$ cat config.mk
export PLATFORM = sky130hd
export DESIGN_NAME = udt_timer
export DESIGN_NICKNAME = d
export VERILOG_FILES = /design/src/verilog/udt_pkg.sv /design/src/verilog/udt_timer.sv
export VERILOG_INCLUDE_DIRS = /design/src /design/src/verilog
export SDC_FILE = /design/constraint.sdc
export NUM_CORES = 1
export LEC_CHECK = 0
export ABC_AREA = 1
export BUFFER_PORTS_ARGS = -buffer_cell sky130_fd_sc_hd__buf_2
export CORE_MARGIN = 2
export CORE_UTILIZATION = 46
export DETAILED_ROUTE_END_ITERATION = 10
export PLACE_DENSITY = 0.76
export SLEW_MARGIN = 0
export SYNTH_ARGS = -nofsm -noshare
export SYNTH_HDL_FRONTEND = slang
export SYNTH_SLANG_ARGS = --single-unit
$ cat constraint.sdc
create_clock -name MCLK_IN -period 1.7 [get_ports MCLK_IN]
set_input_delay 0.085 -clock MCLK_IN [delete_from_list [all_inputs] [get_ports MCLK_IN]]
set_output_delay 0.085 -clock MCLK_IN [all_outputs]
set_load 0.05 [all_outputs]
$ cat src/verilog/udt_params.svh
// Constants for the up/down reload timer: offsets, fields, resets.
// Assumes an 8-bit register port with a 16-bit byte address.
`ifndef UDT_PARAMS_SVH
`define UDT_PARAMS_SVH

// Register addresses
`define UDT_ADDR_MODE       16'hFFC4
`define UDT_ADDR_COUNT      16'hFFC5
`define UDT_ADDR_IRQ_CTL    16'hFFC8

// Mode register fields
`define UDT_MODE_RELOAD_BIT 7
`define UDT_MODE_DSRC_BIT   6
`define UDT_MODE_SWDIR_BIT  5
`define UDT_MODE_CSEL_HI    2
`define UDT_MODE_CSEL_LO    0
`define UDT_MODE_FIXED_ONES 8'h18
`define UDT_MODE_WR_MASK    8'hE7
`define UDT_MODE_RESET      8'h18

// Interrupt control register fields
`define UDT_IRQ_FLAG_BIT    0
`define UDT_IRQ_EN_BIT      1
`define UDT_IRQ_EDGE_BIT    2

// Count and reload resets, wrap values
`define UDT_COUNT_RESET     8'h00
`define UDT_RELOAD_RESET    8'h00
`define UDT_COUNT_MAX       8'hFF
`define UDT_COUNT_MIN       8'h00

// Prescaler width and divider tap widths (divide by 2**w)
`define UDT_PRESC_W         13
`define UDT_TAP_8192        13
`define UDT_TAP_2048        11
`define UDT_TAP_512         9
`define UDT_TAP_256         8
`define UDT_TAP_128         7
`define UDT_TAP_32          5
`define UDT_TAP_8           3

// Cycles after reset before an event edge may count
`define UDT_EDGE_ARM_W      3

`endif

$ cat src/verilog/udt_pkg.sv
// Types for the up/down reload timer.
// Assumes the constants header is compiled alongside.
package udt_pkg;

    // Clock-select codes of the mode register
    typedef enum logic [2:0] {
        UDT_CS_DIV8192 = 3'h0,
        UDT_CS_DIV2048 = 3'h1,
        UDT_CS_DIV512  = 3'h2,
        UDT_CS_DIV256  = 3'h3,
        UDT_CS_DIV128  = 3'h4,
        UDT_CS_DIV32   = 3'h5,
        UDT_CS_DIV8    = 3'h6,
        UDT_CS_EXT     = 3'h7
    } udt_csel_e;

    // Counting direction
    typedef enum logic {
        UDT_DIR_UP   = 1'h0,
        UDT_DIR_DOWN = 1'h1
    } udt_dir_e;

endpackage

$ cat src/verilog/udt_timer.sv
// Eight-bit up/down interval and auto-reload timer with register port.
// Assumes a single 125 MHz clock, synchronous active-low reset,
// and asynchronous event and direction pins.
// A reload write in a tick cycle swallows that tick, with no flag.
//
// How it works
// - 8-bit up/down counter, interval or reload mode
// - Seven prescaled internal clocks plus external events
// - Clock-select codes 000..110 dividers, 111 external
// - Edge-select bit picks rising or falling events
// - Mode bit 7: interval 0, reload 1
// - Software direction bit: 0 up, 1 down
// - Direction source 1: pin high counts down
// - Mode bits 4 and 3 read one
// - Counter readable anytime without disturbing count
// - Overflow or underflow sets timer request flag
// - Counter read and reload write share address
// - Reload write also loads the counter
// - Reload mode reloads counter on wrap
// - Mode register resets to 0x18
// - Counter and reload reset to zero
// - Flag and enable together request interrupt
`timescale 1ns/1ns
`include "udt_params.svh"

module udt_timer (
    input  wire logic       MCLK_IN,
    input  wire logic       RST_N_IN,
    input  wire logic [15:0] ADDR_IN,
    input  wire logic [7:0] WDATA_IN,
    input  wire logic       WR_IN,
    input  wire logic       RD_IN,
    input  wire logic       EVENT_INPUT_PIN_IN,
    input  wire logic       DIRECTION_INPUT_PIN_IN,
    output logic      [7:0] RDATA_OUT,
    output logic            IRQ_OUT
);

    // Picks the prescaler tap for a clock-select code
    function automatic logic tap_tick(
        input logic [2:0]                csel,
        input logic [`UDT_PRESC_W-1:0]   presc,
        input logic                      ext_edge
    );
        logic t;
        t = 1'b0;
        case (udt_pkg::udt_csel_e'(csel))
            udt_pkg::UDT_CS_DIV8192: t = &presc[`UDT_TAP_8192-1:0];
            udt_pkg::UDT_CS_DIV2048: t = &presc[`UDT_TAP_2048-1:0];
            udt_pkg::UDT_CS_DIV512:  t = &presc[`UDT_TAP_512-1:0];
            udt_pkg::UDT_CS_DIV256:  t = &presc[`UDT_TAP_256-1:0];
            udt_pkg::UDT_CS_DIV128:  t = &presc[`UDT_TAP_128-1:0];
            udt_pkg::UDT_CS_DIV32:   t = &presc[`UDT_TAP_32-1:0];
            udt_pkg::UDT_CS_DIV8:    t = &presc[`UDT_TAP_8-1:0];
            udt_pkg::UDT_CS_EXT:     t = ext_edge;
            default:                 t = 1'b0;
        endcase
        return t;
    endfunction

    // Register-port decode, shared by write and read paths
    function automatic logic addr_hit(
        input logic [15:0] addr,
        input logic [15:0] target
    );
        return addr == target;
    endfunction

    // Pin synchronisers: bit 0 event pin, bit 1 direction pin
    logic [1:0] pin_raw;
    logic [1:0] sync1_q;
    logic [1:0] sync2_q;
    logic       event_prev_q;

    assign pin_raw = {DIRECTION_INPUT_PIN_IN, EVENT_INPUT_PIN_IN};

    // Two flops per pin before any logic looks at it
    genvar gi;
    generate
        for (gi = 0; gi < 2; gi = gi + 1) begin : g_sync
            always_ff @(posedge MCLK_IN) begin
                if (!RST_N_IN) begin
                    sync1_q[gi] <= 1'b0;
                    sync2_q[gi] <= 1'b0;
                end else begin
                    sync1_q[gi] <= pin_raw[gi];
                    sync2_q[gi] <= sync1_q[gi];
                end
            end
        end
    endgenerate

    // Edge detector state: last level and a reset warm-up
    logic                       event_prev_d;
    logic [`UDT_EDGE_ARM_W-1:0] edge_arm_q;
    logic [`UDT_EDGE_ARM_W-1:0] edge_arm_d;

    // Warm-up hides the step from reset level to a high idle pin
    always_comb begin
        event_prev_d = sync2_q[0];
        edge_arm_d   = {edge_arm_q[`UDT_EDGE_ARM_W-2:0], 1'b1};
    end

    // Edge detector registers
    always_ff @(posedge MCLK_IN) begin
        if (!RST_N_IN) begin
            event_prev_q <= 1'b0;
            edge_arm_q   <= '0;
        end else begin
            event_prev_q <= event_prev_d;
            edge_arm_q   <= edge_arm_d;
        end
    end

    // Register state
    logic [7:0]              mode_q;
    logic [7:0]              mode_d;
    logic [7:0]              count_q;
    logic [7:0]              count_d;
    logic [7:0]              reload_q;
    logic [7:0]              reload_d;
    logic                    flag_q;
    logic                    flag_d;
    logic                    irq_en_q;
    logic                    irq_en_d;
    logic                    edge_sel_q;
    logic                    edge_sel_d;
    logic [`UDT_PRESC_W-1:0] presc_q;
    logic [`UDT_PRESC_W-1:0] presc_d;
    logic [7:0]              rdata_q;
    logic [7:0]              rdata_d;
    logic                    irq_q;
    logic                    irq_d;

    // Decoded strobes
    logic wr_mode;
    logic wr_count;
    logic wr_irq;
    logic wr_clear;

    assign wr_mode  = WR_IN && addr_hit(ADDR_IN, `UDT_ADDR_MODE);
    assign wr_count = WR_IN && addr_hit(ADDR_IN, `UDT_ADDR_COUNT);
    assign wr_irq   = WR_IN && addr_hit(ADDR_IN, `UDT_ADDR_IRQ_CTL);
    assign wr_clear = wr_irq && !WDATA_IN[`UDT_IRQ_FLAG_BIT];

    // Counting clock selection and direction
    logic                 ext_edge;
    logic                 tick;
    udt_pkg::udt_dir_e    dir;
    logic                 wrap;
    logic [7:0]           wrap_val;

    // Rising edge when select is 1, falling when 0
    assign ext_edge = edge_arm_q[`UDT_EDGE_ARM_W-1]
                   && (edge_sel_q ? (sync2_q[0] && !event_prev_q)
                                  : (!sync2_q[0] && event_prev_q));

    // Tick from prescaler tap or event edge
    assign tick = tap_tick(mode_q[`UDT_MODE_CSEL_HI:`UDT_MODE_CSEL_LO],
                           presc_q, ext_edge);

    // A reload write swallows a coincident tick
    logic count_tick;
    assign count_tick = tick && !wr_count;

    // Pin steers direction when source bit set, else software bit
    always_comb begin
        if (mode_q[`UDT_MODE_DSRC_BIT]) begin
            dir = udt_pkg::udt_dir_e'(sync2_q[1]);
        end else begin
            dir = udt_pkg::udt_dir_e'(mode_q[`UDT_MODE_SWDIR_BIT]);
        end
    end

    // Wrap detection at the end of range in the counting direction
    always_comb begin
        if (dir == udt_pkg::UDT_DIR_DOWN) begin
            wrap     = count_q == `UDT_COUNT_MIN;
            wrap_val = `UDT_COUNT_MAX;
        end else begin
            wrap     = count_q == `UDT_COUNT_MAX;
            wrap_val = `UDT_COUNT_MIN;
        end
    end

    // Free-running prescaler next value
    always_comb begin
        presc_d = presc_q + `UDT_PRESC_W'(1);
    end

    // Prescaler register
    always_ff @(posedge MCLK_IN) begin
        if (!RST_N_IN) begin
            presc_q <= '0;
        end else begin
            presc_q <= presc_d;
        end
    end

    // Mode, reload and interrupt control next values
    always_comb begin
        mode_d     = mode_q;
        reload_d   = reload_q;
        irq_en_d   = irq_en_q;
        edge_sel_d = edge_sel_q;
        if (wr_mode) begin
            mode_d = (WDATA_IN & `UDT_MODE_WR_MASK)
                   | `UDT_MODE_FIXED_ONES;
        end
        if (wr_count) begin
            reload_d = WDATA_IN;
        end
        if (wr_irq) begin
            irq_en_d   = WDATA_IN[`UDT_IRQ_EN_BIT];
            edge_sel_d = WDATA_IN[`UDT_IRQ_EDGE_BIT];
        end
    end

    // Counter next value: reload write beats a tick
    always_comb begin
        count_d = count_q;
        if (wr_count) begin
            count_d = WDATA_IN;
        end else if (tick) begin
            if (wrap) begin
                if (mode_q[`UDT_MODE_RELOAD_BIT]) begin
                    count_d = reload_q;
                end else begin
                    count_d = wrap_val;
                end
            end else if (dir == udt_pkg::UDT_DIR_DOWN) begin
                count_d = count_q - 8'h01;
            end else begin
                count_d = count_q + 8'h01;
            end
        end
    end

    // Request flag: a wrap in the clearing cycle wins
    always_comb begin
        flag_d = flag_q;
        if (wr_clear) begin
            flag_d = 1'b0;
        end
        if (count_tick && wrap) begin
            flag_d = 1'b1;
        end
    end

    // Request output: flag gated by its enable
    always_comb begin
        irq_d = flag_d && irq_en_d;
    end

    // Read data for the cycle after the strobe, zero otherwise
    always_comb begin
        rdata_d = 8'h00;
        if (RD_IN) begin
            if (addr_hit(ADDR_IN, `UDT_ADDR_MODE)) begin
                rdata_d = mode_q | `UDT_MODE_FIXED_ONES;
            end else if (addr_hit(ADDR_IN, `UDT_ADDR_COUNT)) begin
                rdata_d = count_q;
            end else if (addr_hit(ADDR_IN, `UDT_ADDR_IRQ_CTL)) begin
                rdata_d = {5'h00, edge_sel_q, irq_en_q, flag_q};
            end else begin
                rdata_d = 8'h00;
            end
        end
    end

    // Register updates
    always_ff @(posedge MCLK_IN) begin
        if (!RST_N_IN) begin
            mode_q     <= `UDT_MODE_RESET;
            count_q    <= `UDT_COUNT_RESET;
            reload_q   <= `UDT_RELOAD_RESET;
            flag_q     <= 1'b0;
            irq_en_q   <= 1'b0;
            edge_sel_q <= 1'b0;
            rdata_q    <= 8'h00;
            irq_q      <= 1'b0;
        end else begin
            mode_q     <= mode_d;
            count_q    <= count_d;
            reload_q   <= reload_d;
            flag_q     <= flag_d;
            irq_en_q   <= irq_en_d;
            edge_sel_q <= edge_sel_d;
            rdata_q    <= rdata_d;
            irq_q      <= irq_d;
        end
    end

    // Outputs straight from flops
    assign RDATA_OUT = rdata_q;
    assign IRQ_OUT   = irq_q;

endmodule // udt_timer

==> impl_metrics.toml, run 1 <==
[outcome]
outcome = "finished with violations"
violations = "negative setup slack"

[sta]
setup_tns_ns = -0.507
clock_skew_ns = 0.0137
fmax_ghz = 0.550
fin_crit_sh_pct = 107
setup_viol = 8
period_needed_ns = 1.82
hold_viol_final = 0
slew_violations = 0
max_slew.worst_pin.slew_ns = 0.576
rsz0062_at_grt = "yes"
max_slew_margin_pct = 61.4
setup_slack_ns = -0.118

[drt]
vias_per_cell = 5.05
antenna_left = 0
wire_per_inst_um = 12.4
vias = 3155
dr.pass1.iters = 4
wirelength_um = 7720
drc = 0
first_iter_violations = 182

[cells_and_area]
drive_gt1_share_pct = 28.5
fill_cells = 553
fin_nets = 588
seqCellArea_mm2 = 0.00111
finalInstanceArea_mm2 = 0.00397
multi_input_area_mm2 = 0.00188
syn_to_final_growth_pct = 28.3
final_cells = 625
antennaDiodeCount = 0
final_cell_mix = "nand2_1 (140), inv_1 (55), dfxtp_1 (51)"
mostFrequentLayoutCell = "nand2_1"

[global_route]
grt_pass1_vias = 2999
antenna_found_initial = 0
overflow = 0
grt_use_total_pct = 21.7
grt_pass1_wl_um = 13000
grt_max_degree = 19

[clock_tree]
cts.clk_slew.worst_paths_ns = 0.10
cts_tree = "built"
root_buffer = "clkbuf_8"
h-tree-depth = 2
clkLatencyLatePin_ns = 0.32
clock-sinks = 55
cts_inserted_buffers = 5
clockBufferDepth = 2

[logic_synthesis]
synth_compound_area_share_pct = 10.2
muxShareOfSynthArea_pct = 0
syn_area_per_cell_um2 = 6.64
synth_cell_type_count = 37
ys_ff_latch = 55
syn-cell-area_mm2 = 0.00309
yosysWarnings = 0
synth_fa_ha_area_share_pct = 4.69
synth_top_family_by_area = "simple AND/OR/NAND/NOR gates"
syn_nets = 507
synth-simple-area-share_pct = 38.8
synthXorXnorAreaFrac_pct = 1.13
ys_seq_area_share_pct = 35.6
netlist_instances = 466

[setup_path]
crit_type = "flop to flop"
endpoint_kind = "flop"
arrival_ns = 2.03
crit_required_ns = 1.92
start_kind = "flop"
worst-path-max-fanout = 8

[placed_design]
placed_area_mm2 = 0.00363
dp_hpwl_um = 5820
pre_cts_slack_ns = -0.229
placedCellCount = 611
gp_congestion = 0.906
port_buffers = 38

[floorplanning]
die-height_um = 86.0
coreArea_mm2 = 0.00642
start_util_pct = 48.2
ios = 39
die_w_um = 86.0
die_area_mm2 = 0.00740
rows = 29

[job]
cap_violations = 0

[power_and_ir_drop]
power.leakage_nw = 1.95
vdd_drop_max_v = 0.000378
p_per_area_mw_per_mm2 = 549

[hold_path]
hold_path.class = "primary input to flop"
where the power goes:
part	total, mW	leakage [nW]	internal (mW)	switching, mW
Sequential	1.31	0.447	1.30	0.00940
Clock	0.748	0.0485	0.296	0.452
Combinational	0.118	1.45	0.0527	0.0654
Total	2.18	1.95	1.65	0.527
logic make-up after synthesis:
group | Yosys count
AND/OR/NAND/NOR | 262
buffers and inverters | 76
AO/OA/AOI/OAI | 58
flip-flops | 55
adder cells (fa/ha/maj) | 11
XOR/XNOR | 4
final cells by class:
| class | instances | share of cell area (%) |
|---|---|---|
| multi-input cells | 335 | 47.4 |
| flip-flops and latches | 55 | 27.9 |
| repair buffers | 82 | 13.5 |
| inverters | 68 | 6.49 |
| well taps | 77 | 2.43 |
| clock buffers | 5 | 1.73 |
| clock inverters | 3 | 0.567 |
repair_timing:
| item | in CTS | in global routing |
|---|---|---|
| hold endpoints to repair | 2 | 0 |
| gates cloned | 1 | 0 |
| endpoints found under the setup margin | 8 | 11 |
| pin swaps | 13 | 10 |
| hold buffers | 2 | 0 |
| gates resized for setup | 26 | 22 |
| setup buffers | 2 | 1 |
routing by layer:
layer / up-vias / wire length, um / part of all wire, % / track usage (%)
li1: 1645 / - / - / -
met1: 1437 / 3290 / 43 / 26.2
met2: 59 / 4010 / 52 / 39.7
met3: 14 / 293 / 3.8 / 3.27
met4: 0 / 134 / 1.7 / 5.77
met5: - / 0 / 0 / 0
path summary, 6_finish.rpt:
kind / startpoint / endpoint / slack, ns / cells past startpoint
min: WDATA_IN[3] / reload_q[3] / 0.05 / 3
min reg2reg: edge_arm_q[0] / edge_arm_q[1] / 0.43 / 2
max reg2reg: mode_q[6] / count_q[4] / -0.12 / 13
max: mode_q[6] / count_q[4] / -0.12 / 13
flip-flops by register name (all words and copies together), names as in the netlist, 2 cells and up:
name and cells:
presc_q 13, RDATA_OUT 8, count_q 8, reload_q 8, mode_q 6, edge_arm_q 3
sync1_q 2
cell usage after synthesis (all sizes together):
library cell,number,area (um2)
clkinv,1,3.75
nand3,38,200
o211ai,1,7.51
a21oi,36,191
and2,1,6.26
a21boi,1,7.51
dfxtp,55,1100
fa,1,20.0
nor3,8,61.3
o21ai,17,85.1
and3,1,6.26
nor2,48,215
o221ai,2,17.5
inv,67,251
a31oi,1,6.26
clkbuf,3,11.3
buf,5,30.0
xor2,2,17.5
nand3b,1,7.51
nand4,11,105
xnor2,2,17.5
ha,10,125
nor3b,1,7.51
nand2,153,592
through the flow:
step | power, mW | util (%) | hold slack [ns]
floorplan | 1.39 | - | 0.113
global placement | 1.45 | 56.5 | 0.273
detailed placement | 1.45 | 56.5 | 0.270
CTS | 2.20 | 59.9 | 0.0492
global route | 2.26 | 61.8 | 0.0580
finish | 2.18 | 61.8 | 0.0527
critical path, cell delays in order, from the launching register on:
cell and delay, ns:
dfxtp_2 0.35, inv_2 0.07, nand2_4 0.07, nand2_8 0.11, inv_4 0.05, fa_2 0.42, inv_2 0.09, nand2_2 0.06
a21boi_2 0.13, o21ai_2 0.08, nand3_1 0.06, nand2_1 0.05, nor2_1 0.12, nor2_1 0.06
No activity file was read; power rests on OpenSTA's default activity.
==> run 2, diff against run 1 <==
--- a/config.mk
+++ b/config.mk
@@ -6,12 +6,11 @@
 export SDC_FILE = /design/constraint.sdc
 export NUM_CORES = 1
 export LEC_CHECK = 0
-export ABC_AREA = 1
 export BUFFER_PORTS_ARGS = -buffer_cell sky130_fd_sc_hd__buf_2
 export CORE_MARGIN = 2
 export CORE_UTILIZATION = 46
 export DETAILED_ROUTE_END_ITERATION = 10
-export PLACE_DENSITY = 0.76
+export PLACE_DENSITY = 0.77
 export SLEW_MARGIN = 0
 export SYNTH_ARGS = -nofsm -noshare
 export SYNTH_HDL_FRONTEND = slang
==> impl_metrics.toml, run 2 <==
[logic_synthesis]
syn-cell-area_mm2 = 0.00280
ys_ff_latch = 55
yosysTopAreaCell = "dfxtp_1"
yosysWarnings = 0
ys_seq_area_share_pct = 39.4
synth_top_flop_cell = "dfxtp_1"
ys_async_sr_fraction_pct = 0
synthDominantCellAreaShare_pct = 39.4
netlist_top_cells_area = "dfxtp_1 (39%), and2_1 (4.5%), ha_1 (4.5%)"
synth-edff-count = 0
syn_area_per_cell_um2 = 9.17
synth_common_cells = "dfxtp_1 (55), nand2_1 (25), and2_1 (20), nor2_1 (18), nor2b_1 (17)"
synth_cell_type_count = 61
synth.most_common_cell = "dfxtp_1"
netlist_instances = 305
syn_nets = 346

[sta]
timing.hold.ws_ns = 0.0336
max_slew.worst_pin.slew_ns = 0.547
setup_slack_ns = -0.677
clock_skew_ns = 0.00867
rsz0062_at_grt = "yes"
setup_viol = 10
period_needed_ns = 2.38
fin_crit_sh_pct = 140
fmax_ghz = 0.421
max_slew_margin_pct = 63.4
setup_tns_ns = -4.87
slew_violations = 0
hold_viol_final = 0

[clock_tree]
clockBufferDepth = 2
cts_inserted_buffers = 5
cts_tree = "built"
root_buffer = "clkbuf_8"
h-tree-depth = 2
cts.clk_slew.worst_paths_ns = 0.09
clkLatencyLatePin_ns = 0.31
clock-sinks = 55

[cells_and_area]
syn_to_final_growth_pct = 40.4
final_cell_mix = "buf_4 (61), dfxtp_1 (52), buf_2 (38)"
fill_cells = 431
largest_register_ffs = 13
fin_nets = 447
drive_gt1_share_pct = 39.3
mostFrequentLayoutCell = "buf_4"
regMostFlops = "presc_q"
antennaDiodeCount = 0
utilization_pct = 66.7

[drt]
vias_per_cell = 5.74
vias = 2765
first_iter_violations = 312
dr.pass1.iters = 6
drc = 0
antenna_left = 0
wire_per_inst_um = 16.9
wirelength_um = 8130

[floorplanning]
coreArea_mm2 = 0.00589
die_w_um = 82.0
die_area_mm2 = 0.00672
ios = 39
rows = 28
start_util_pct = 47.5
die-height_um = 82.0

[global_route]
gr-usage-met2_pct = 38.7
met1_usage_pct = 26.1
antenna_found_initial = 0
grt_max_degree = 26
grt_pass1_vias = 2462
grt_pass1_wl_um = 11100
busiest_layer = "met2"
overflow = 0
grt_use_total_pct = 21.8
grt_util_met3_pct = 3.85

[outcome]
violations = "negative setup slack"
outcome = "finished with violations"

[setup_path]
crit_type = "flop to flop"
arrival_ns = 2.56
crit_required_ns = 1.89
worst-path-max-fanout = 4
worst_r2r_startpoint = "mode_q[6]"
endpoint_kind = "flop"
reg2regPathDepth = 10
r2r_end = "count_q[7]"
start_kind = "flop"
r2r_slack_ns = -0.68

[power_and_ir_drop]
vdd_drop_max_v = 0.000326
p_per_area_mw_per_mm2 = 554
fin_total_pwr_mw = 2.17
power.leakage_nw = 1.64

[placed_design]
pre_cts_slack_ns = -0.576
port_buffers = 38
dp_hpwl_um = 5300
gp_congestion = 0.892

[hold_path]
hold_path_depth = 3
hold_path.class = "primary input to flop"
min_from = "WDATA_IN[3]"
min_to = "reload_q[3]"

[job]
cap_violations = 0
run 2: repair_timing:
item / CTS / global route
buffers inserted: 3 / 7
setup endpoints to repair: 10 / 10
pin swaps: 14 / 16
gates resized for setup: 22 / 21
hold buffers: 1 / 1
hold endpoints to repair: 1 / 1
run 2: area by class of cell:
cell class / count / area [um2] / share of cell area [%]
Clock buffer: 6 / 82.6 / 2.10
Clock inverter: 2 / 16.3 / 0.414
Inverter: 5 / 21.3 / 0.542
Multi-Input combinational cell: 232 / 1860 / 47.4
Sequential cell: 55 / 1110 / 28.2
Tap cell: 75 / 93.8 / 2.39
Timing Repair Buffer: 107 / 744 / 19.0
run 2: worst max-delay path by stage:
stage,from,to,slack [ns],depth (start not counted)
2_1_floorplan,mode_q[6],count_q[4],-0.57,9
3_5_place_dp,mode_q[6],count_q[4],-0.58,9
3_3_place_gp,mode_q[6],count_q[4],-0.50,9
6_report,mode_q[6],count_q[7],-0.68,10
4_1_cts,mode_q[6],count_q[4],-0.57,9
5_1_grt,mode_q[6],count_q[7],-0.79,10
run 2: power by group:
part	switching, mW	internal, mW	total (mW)
Sequential	0.00838	1.30	1.31
Combinational	0.0545	0.0553	0.110
Clock	0.422	0.333	0.755
run 2: routing by layer:
| layer | part of all wire (%) | routed length [um] |
|---|---|---|
| met5 | 0 | 0 |
| met4 | 3.6 | 296 |
| met3 | 7.0 | 568 |
| met2 | 50 | 4090 |
| met1 | 39 | 3180 |
run 2: critical path: stages (launching register included):
cell	delay, ns
dfxtp_4	0.38
mux2i_4	0.29
inv_4	0.08
buf_6	0.13
ha_4	0.25
a21o_1	0.16
nand4_1	0.16
a21oi_2	0.26
nor4_2	0.10
a311oi_2	0.33
a21oi_1	0.12
run 2: cell families (layout without fill, tap and decap cells):
kind of cell    after synthesis  after routing  share of synthesized area (%)
simple gates                136            136                           27.9
compound gates               61             61                           16.0
flops                        55             55                           39.4
buf+inv                      18            120                           2.95
mux                          13             13                           5.10
fa+ha+maj                    11             11                           5.19
xor+xnor                     11             11                           3.45
run 2: metrics by stage:
stage / area [um2] / std cells
floorplan: 2840 / 305
global placement: 3520 / 464
detailed placement: 3520 / 464
CTS: 3770 / 476
global route: 3930 / 482
finish: 3930 / 482
